===== src/trig_pkg.sv =====
/*
  Constants and types shared by the camera trigger generator.
  Assumes a 200 MHz core clock; period and phase counts are in core clock cycles.
*/
package trig_pkg;

  // ---------------------------------------------------------------
  // Clock and time base
  // ---------------------------------------------------------------
  localparam int unsigned CLK_HZ = 200_000_000;
  localparam int unsigned US_PER_S = 1_000_000;
  localparam int unsigned CYC_PER_US = CLK_HZ / US_PER_S;
  localparam int unsigned MS_PER_S = 1000;
  localparam int unsigned CYC_PER_MS = CLK_HZ / MS_PER_S;

  // ---------------------------------------------------------------
  // Frequency range of the primary trigger
  // ---------------------------------------------------------------
  localparam int unsigned FREQ_MIN_HZ = 6;
  localparam int unsigned FREQ_MAX_HZ = 50;
  localparam int unsigned FREQ_W = 6;
  localparam int unsigned WIDTH_W = 8;   // Pulse widths and offset in ms
  localparam int unsigned PER_W = 26;    // Holds 200e6/6 cycles
  localparam int unsigned TS_W = 64;     // Timestamp in microseconds

  localparam logic [FREQ_W-1:0] FREQ_RST = 6'h1E;
  localparam logic [PER_W-1:0] PER_ZERO = 26'h000_0000;
  localparam logic [TS_W-1:0] TS_ZERO = 64'h0000_0000_0000_0000;

  // ---------------------------------------------------------------
  // Period sequencer states
  // ---------------------------------------------------------------
  typedef enum logic [1:0] {
    ST_IDLE = 2'b00,
    ST_RUN = 2'b01,
    ST_RELOAD = 2'b11
  } seq_state_type;

endpackage


===== src/pulse_if.sv =====
/*
  Carrier between the period sequencer and the pulse slicer.
  Assumes one clock domain; the sequencer drives phase and window, the slicer drives pulse.
*/
`timescale 1ns/100ps
interface pulse_if;
  import trig_pkg::*;
  logic [PER_W-1:0] phase;
  logic [PER_W-1:0] start;
  logic [PER_W-1:0] len;
  logic run;
  logic pulse;

  modport seq (output phase, output start, output len, output run, input pulse);
  modport slice (input phase, input start, input len, input run, output pulse);
endinterface


===== src/pulse_slicer.sv =====
/*
  Pulse slicer: drives a registered high level while the period phase lies
  inside the window [start, start+len). Assumes start+len fits the period.
*/
`timescale 1ns/100ps
module pulse_slicer
(
  input wire logic mclk,      // Core clock
  input wire logic reset_n,   // Async reset, active low
  pulse_if.slice pi           // Phase and window
);
  import trig_pkg::*;

  logic [PER_W:0] stop;
  logic pulse_r;

  assign stop = {1'b0, pi.start} + {1'b0, pi.len};

  // ---------------------------------------------------------------
  // Active-high window
  // ---------------------------------------------------------------
  always_ff @(posedge mclk or negedge reset_n)
  begin
    if (!reset_n)
      pulse_r <= 1'b0;
    else
      pulse_r <= pi.run && (pi.len != PER_ZERO) && (pi.phase >= pi.start)
                 && ({1'b0, pi.phase} < stop);
  end

  assign pi.pulse = pulse_r;
endmodule


===== src/camera_trigger_pulse_generator.sv =====
/*
  Two-output camera trigger generator with frame timestamping and PPS reset.
  Assumes configuration inputs are static or change between periods, and
  that the PPS input is synchronous to mclk and high for at least one cycle.
*/
`timescale 1ns/100ps
// Function
// - Each trigger output has its own enable; a disabled output stays low.
// - Primary trigger repeats at a configurable rate from 6 to 50 Hz.
// - Primary pulse width is set in milliseconds and holds every period.
// - Trigger pulses are active high, low for the rest of the period.
// - With trigger-time option, frame timestamp is the primary trigger time.
// - Secondary trigger may be active only while primary is enabled.
// - Secondary trigger always uses the primary repetition frequency.
// - Secondary rising edge follows primary rising edge by a configured offset.
// - Secondary trigger has its own pulse width.
// - With PPS sync enabled the secondary output is unavailable.
// - With PPS sync, each PPS pulse resets the internal clock to zero.
// - Frame timestamps come from the internal clock.
module camera_trigger_pulse_generator
#(
  parameter int unsigned CLK_HZ_P = trig_pkg::CLK_HZ // Core clock rate
)
(
  input wire logic mclk,                            // Core clock, 200 MHz
  input wire logic reset_n,                         // Async reset, active low
  input wire logic trig0_en,                        // Primary trigger enable
  input wire logic trig1_en,                        // Secondary trigger enable
  input wire logic [trig_pkg::FREQ_W-1:0] freq_hz,  // Primary rate, Hz
  input wire logic [trig_pkg::WIDTH_W-1:0] width0_ms, // Primary width, ms
  input wire logic [trig_pkg::WIDTH_W-1:0] width1_ms, // Secondary width, ms
  input wire logic [trig_pkg::WIDTH_W-1:0] offset1_ms, // Secondary offset, ms
  input wire logic pps_en,                          // PPS sync enable
  input wire logic ts_trig_sel,                     // Timestamp at trigger
  input wire logic frame_done,                      // Frame captured strobe
  input wire logic pps_in,                          // Shared pin, input side
  output logic pps_pin_o,                           // Shared pin, output
  output logic pps_pin_oe,                          // Shared pin drive enable
  output logic trig0_o,                             // Primary trigger pin
  output logic [trig_pkg::TS_W-1:0] time_us,        // Internal clock, us
  output logic [trig_pkg::TS_W-1:0] frame_ts,       // Timestamp of last frame
  output logic frame_ts_vld                         // Frame timestamp strobe
);
  import trig_pkg::*;

  localparam logic [PER_W-1:0] CYC_MS = PER_W'(CLK_HZ_P / MS_PER_S);
  localparam logic [PER_W-1:0] PER_ONE = 26'h000_0001;
  // Below 1 MHz the clock ticks once per cycle; a zero divider would freeze it
  localparam logic [PER_W-1:0] CYC_US = (CLK_HZ_P >= US_PER_S) ?
    PER_W'(CLK_HZ_P / US_PER_S) : PER_ONE;
  localparam logic [TS_W-1:0] TS_ONE = 64'h0000_0000_0000_0001;

  pulse_if p0 ();
  pulse_if p1 ();

  seq_state_type state_r, state_nxt;
  logic [FREQ_W-1:0] freq_clip;
  logic [PER_W-1:0] period_r;
  logic [PER_W-1:0] phase_r;
  logic [PER_W-1:0] len0, len1, start1, max_len;
  logic [PER_W-1:0] w0_cyc, w1_cyc, off_cyc;
  logic [PER_W-1:0] us_cnt_r;
  logic [TS_W-1:0] time_r;
  logic [TS_W-1:0] trig_ts_r;
  logic [TS_W-1:0] frame_ts_r;
  logic frame_ts_vld_r;
  logic pps_d_r;
  logic pps_rise;
  logic sec_ok;

  // ---------------------------------------------------------------
  // Period from frequency
  // ---------------------------------------------------------------
  always_comb
  begin
    if (freq_hz < FREQ_W'(FREQ_MIN_HZ))
      freq_clip = FREQ_W'(FREQ_MIN_HZ);
    else if (freq_hz > FREQ_W'(FREQ_MAX_HZ))
      freq_clip = FREQ_W'(FREQ_MAX_HZ);
    else
      freq_clip = freq_hz;
  end

  // Divider is registered only outside ST_RUN; rate changes apply after the primary is disabled and re-enabled
  always_ff @(posedge mclk or negedge reset_n)
  begin
    if (!reset_n)
      period_r <= PER_ZERO;
    else if (state_r != ST_RUN)
      period_r <= PER_W'(CLK_HZ_P / 32'(freq_clip));
  end

  // ---------------------------------------------------------------
  // Widths and offset, clipped inside the period
  // ---------------------------------------------------------------
  assign w0_cyc = PER_W'(32'(width0_ms) * 32'(CYC_MS));
  assign w1_cyc = PER_W'(32'(width1_ms) * 32'(CYC_MS));
  assign off_cyc = PER_W'(32'(offset1_ms) * 32'(CYC_MS));
  assign max_len = period_r - PER_ONE;

  always_comb
  begin
    len0 = (w0_cyc > max_len) ? max_len : w0_cyc;
    start1 = (off_cyc > max_len) ? max_len : off_cyc;
    len1 = (w1_cyc > max_len - start1) ? max_len - start1 : w1_cyc;
  end

  // ---------------------------------------------------------------
  // Period sequencer
  // ---------------------------------------------------------------
  always_comb
  begin
    case (state_r)
      ST_IDLE: state_nxt = trig0_en ? ST_RELOAD : ST_IDLE;
      ST_RELOAD: state_nxt = trig0_en ? ST_RUN : ST_IDLE;
      ST_RUN:
      begin
        if (!trig0_en)
          state_nxt = ST_IDLE;
        else
          state_nxt = ST_RUN;
      end
      default: state_nxt = ST_IDLE;
    endcase
  end

  always_ff @(posedge mclk or negedge reset_n)
  begin
    if (!reset_n)
      state_r <= ST_IDLE;
    else
      state_r <= state_nxt;
  end

  // Shared phase keeps both triggers on one period
  always_ff @(posedge mclk or negedge reset_n)
  begin
    if (!reset_n)
      phase_r <= PER_ZERO;
    else if (state_r != ST_RUN || phase_r >= max_len)
      phase_r <= PER_ZERO;
    else
      phase_r <= phase_r + PER_ONE;
  end

  // ---------------------------------------------------------------
  // Slicers
  // ---------------------------------------------------------------
  assign sec_ok = trig0_en && trig1_en && !pps_en;

  assign p0.phase = phase_r;
  assign p0.start = PER_ZERO;
  assign p0.len = len0;
  assign p0.run = (state_r == ST_RUN) && trig0_en;

  assign p1.phase = phase_r;
  assign p1.start = start1;
  assign p1.len = len1;
  assign p1.run = (state_r == ST_RUN) && sec_ok;

  pulse_slicer u_slice0
  (
    .mclk(mclk),
    .reset_n(reset_n),
    .pi(p0)
  );

  pulse_slicer u_slice1
  (
    .mclk(mclk),
    .reset_n(reset_n),
    .pi(p1)
  );

  assign trig0_o = p0.pulse;
  assign pps_pin_o = p1.pulse;
  assign pps_pin_oe = !pps_en;

  // ---------------------------------------------------------------
  // Internal clock with PPS reset
  // ---------------------------------------------------------------
  always_ff @(posedge mclk or negedge reset_n)
  begin
    if (!reset_n)
      pps_d_r <= 1'b0;
    else
      pps_d_r <= pps_in;
  end

  assign pps_rise = pps_en && pps_in && !pps_d_r;

  always_ff @(posedge mclk or negedge reset_n)
  begin
    if (!reset_n)
      us_cnt_r <= PER_ZERO;
    else if (pps_rise || us_cnt_r >= CYC_US - PER_ONE)
      us_cnt_r <= PER_ZERO;
    else
      us_cnt_r <= us_cnt_r + PER_ONE;
  end

  always_ff @(posedge mclk or negedge reset_n)
  begin
    if (!reset_n)
      time_r <= TS_ZERO;
    else if (pps_rise)
      time_r <= TS_ZERO;
    else if (us_cnt_r >= CYC_US - PER_ONE)
      time_r <= time_r + TS_ONE;
  end

  assign time_us = time_r;

  // ---------------------------------------------------------------
  // Timestamps
  // ---------------------------------------------------------------
  // Captured at the primary rising edge; relies on cameras never skipping
  always_ff @(posedge mclk or negedge reset_n)
  begin
    if (!reset_n)
      trig_ts_r <= TS_ZERO;
    else if (p0.run && phase_r == PER_ZERO && len0 != PER_ZERO)
      trig_ts_r <= time_r;
  end

  always_ff @(posedge mclk or negedge reset_n)
  begin
    if (!reset_n)
    begin
      frame_ts_r <= TS_ZERO;
      frame_ts_vld_r <= 1'b0;
    end
    else
    begin
      frame_ts_vld_r <= frame_done;
      if (frame_done)
        frame_ts_r <= ts_trig_sel ? trig_ts_r : time_r;
    end
  end

  assign frame_ts = frame_ts_r;
  assign frame_ts_vld = frame_ts_vld_r;
endmodule


===== config.mk =====
export PLATFORM = sky130hd
export DESIGN_NAME = camera_trigger_pulse_generator
export DESIGN_NICKNAME = d
export VERILOG_FILES = /design/src/trig_pkg.sv /design/src/pulse_if.sv /design/src/pulse_slicer.sv /design/src/camera_trigger_pulse_generator.sv
export SDC_FILE = /design/constraint.sdc
export NUM_CORES = 1
export LEC_CHECK = 0
export BUFFER_PORTS_ARGS = -buffer_cell sky130_fd_sc_hd__buf_2
export CORE_MARGIN = 2
export CORE_UTILIZATION = 49
export DETAILED_ROUTE_END_ITERATION = 7
export GPL_TIMING_DRIVEN = 1
export PLACE_DENSITY = 0.65
export SLEW_MARGIN = 40
export SYNTH_ARGS = -nofsm -noshare
export SYNTH_HDL_FRONTEND = slang
export SYNTH_HIERARCHICAL = 1
export SYNTH_SLANG_ARGS = --single-unit
export TNS_END_PERCENT = 10

===== constraint.sdc =====
create_clock -name mclk -period 12.6 [get_ports mclk]
set_input_delay 1.26 -clock mclk [delete_from_list [all_inputs] [get_ports mclk]]
set_output_delay 1.26 -clock mclk [all_outputs]
set_load 0.01 [all_outputs]

==> run metrics <==
status finished with violations; failing checks setup timing; Synth Cell Area 46500 um^2; Register Area 6910 um^2; Clock Path Buffers 3; RSZ-0062 raised after global routing yes; WP data arrival 53050 ps; final wirelength 173000 um; # IOs 170; overall die height 312 um; total CTS buffers 31; WL/cell 18.2 um; largest net degree at the start of global routing 128; Core Util, Final 0.726; number of core rows 112; relative slew slack 0.388; vias in the first global route 54200; DRT antenna net count 0; final worst path period share 4.18; dpl hpwl 136000 um; adder-cell area share of the yosys netlist 0.168; Final Cell Area 67900 um^2; xor and xnor area share after synthesis 0.0878; Hold WS 471 ps; placed cell count 9200; Hold EP state_r[1]; Most used DFF post-synth dfrtp_1; htree depth 1; core area 93600 um^2; FF-to-FF End u_slice1/pi.pulse; max-cap violation count 0; ant diodes 0; endpoint type of the worst setup path flop; Sinks on Clock Net 276; slew of the pin with the lowest slew margin 916 ps; compound-gate portion of the synthesized area 0.260; Die W 312 um; top cells by area, synth ha_1 15%, dfrtp_1 15%, a21oi_1 5.5%, nor2_1 5.0%, xnor2_1 5.0%; sequential area share after synthesis 0.149; area leader, netlist ha_1; crit path time final 52620 ps; placed cell area 64000 um^2; worst endpoint required time 13040 ps; share of cells above drive strength 1 0.371; Slowest-stage cell, CP or4b_4; ys async rst share 1.00; DR vias 55300; Synth top area share 0.152; initial antenna violation count 1; clock root cell clkbuf_16; I/O Buffers 169; Tot GR Track Use 0.340; Final Instance Count excl. Fillers 9529; fmax 0.0190 GHz; Synth Area in Simple Gates 0.237; CP max FO 6; Via density 5.81; Worst R2R Setup Slack -130 ps; Yosys reg bits 276; cells after synthesis 5933; CP peak stage delay 580 ps; setup ws final -40020 ps; most used cell, CP buf_4; Hold Path Depth 1; Startpoint Class input port; multiplexer area fraction after synthesis 0.0518; kind of critical path input port to flop; CTS tree yes; yosys warns 6; Total Nets Final 8892; Starting Density 0.497; first-pass GRT wire length 276000 um; hold path start state_r[1]; Layout area overhead 46.2%; final hold violations 0; Tightest Hold Check Type flop to flop; Worst R2R Path Depth 61; Worst Clk Skew 20.2 ps; syn_area_per_cell 7.83 um^2; Reg clk slew, reported paths 70 ps; die area 97300 um^2; worst skew pair latency 610 ps; multi-input logic area 39500 um^2; total congestion overflow 0; Setup Viol. Count Final 22; gpl congestion 0.992; Synth cell types 146; r2r startpoint period_r[5]; Post-synth EDFFs 0; DRC 0; largest family of logic cells by synthesized area compound AO/OA/AOI/OAI gates; Commonest cells post-synth 616 x nor2_1, 565 x ha_1, 511 x a21oi_1; most common cell in the netlist nor2_1; TritonRoute pass-1 iters 5; DRT iter0 DRCs 3829; final slew viol count 0; Filler Cells Inserted 7444
-- what timing repair did --
| item | 4_1_cts | 5_1_grt |
|---|---|---|
| hold buffers | 0 | 0 |
| resized for setup | 135 | 85 |
| buffers inserted | 220 | 52 |
| pin swaps | 203 | 113 |
| endpoints found under the setup margin | 23 | 23 |
-- cell usage in the layout, fill, tap and decap left out, types with 105 or more instances in the layout --
cell	synthesis	layout
inv_1	324	315
mux2_2	112	107
a21o_1	181	181
mux2i_1	108	105
ha_1	565	535
a21oi_1	511	455
nand2_1	354	331
nor2_1	616	569
buf_4	36	2194
nor3_1	150	138
buf_2	41	163
xnor2_1	264	263
nand3_1	171	163
o21ai_0	258	220
xor2_1	197	197
dfrtp_1	276	276
-- registers in the layout, summed over array words and instances, names as in the netlist --
signal / flops
frame_ts: 64
frame_ts_vld: 1
p0.phase: 26
period_r: 26
pps_d_r: 1
state_r: 2
time_us: 64
trig_ts_r: 64
u_slice0/pi.pulse: 1
u_slice1/pi.pulse: 1
us_cnt_r: 26
-- cell type report --
class	count	area share
clock inverters	13	0.00166
flip-flops and latches	276	0.102
multi-input cells	5226	0.581
clock buffers	44	0.0133
inverters	324	0.0179
repair buffers	2392	0.261
well taps	1254	0.0231
-- worst max-delay path by stage --
stage / startpoint / end / slack, ps
finish: freq_hz[3] / period_r[0] / -40020
global route: freq_hz[3] / period_r[0] / -42960
CTS: freq_hz[3] / period_r[0] / -38650
detailed placement: freq_hz[3] / period_r[0] / -41060
global placement: freq_hz[3] / period_r[0] / -38700
floorplan: freq_hz[4] / period_r[0] / -44160
-- cells by family (layout without fill, tap and decap cells) --
family,count (synthesis),after routing
fa+ha+maj,603,603
flops,276,276
mux,225,225
xor+xnor,463,463
other cells,2,74
compound gates,1748,1748
buf+inv,503,2773
simple gates,2113,2113
-- through the flow --
| stage | TNS, ps | worst slack [ps] |
|---|---|---|
| 6_report | -446760 | -40020 |
| 5_1_grt | -485540 | -42960 |
| 4_1_cts | -424660 | -38650 |
| 3_5_place_dp | -464650 | -41060 |
| 3_3_place_gp | -433090 | -38700 |
| 2_1_floorplan | -492340 | -44160 |
-- per-layer routing --
| metal | wire length [um] | GRT usage | share of wire | vias to the layer above |
|---|---|---|---|---|
| li1 | - | - | - | 26700 |
| met1 | 74300 | 0.438 | 0.43 | 26400 |
| met2 | 81800 | 0.583 | 0.47 | 1834 |
| met3 | 9840 | 0.0345 | 0.057 | 421 |
| met4 | 7540 | 0.132 | 0.043 | 0 |
| met5 | 0 | 0 | 0 | - |
-- worst max-delay path: cells and delay by family --
kind | cells | cell delay [ps]
AOI/OAI and AO/OA | 122 | 19220
and+or+nand+nor | 97 | 13740
buffers and inverters | 76 | 9790
adders and majority gates | 26 | 6910
muxes | 7 | 2070
Power is not shown: default switching activity piles up to over one toggle a cycle in this logic, so the estimate is an artifact.
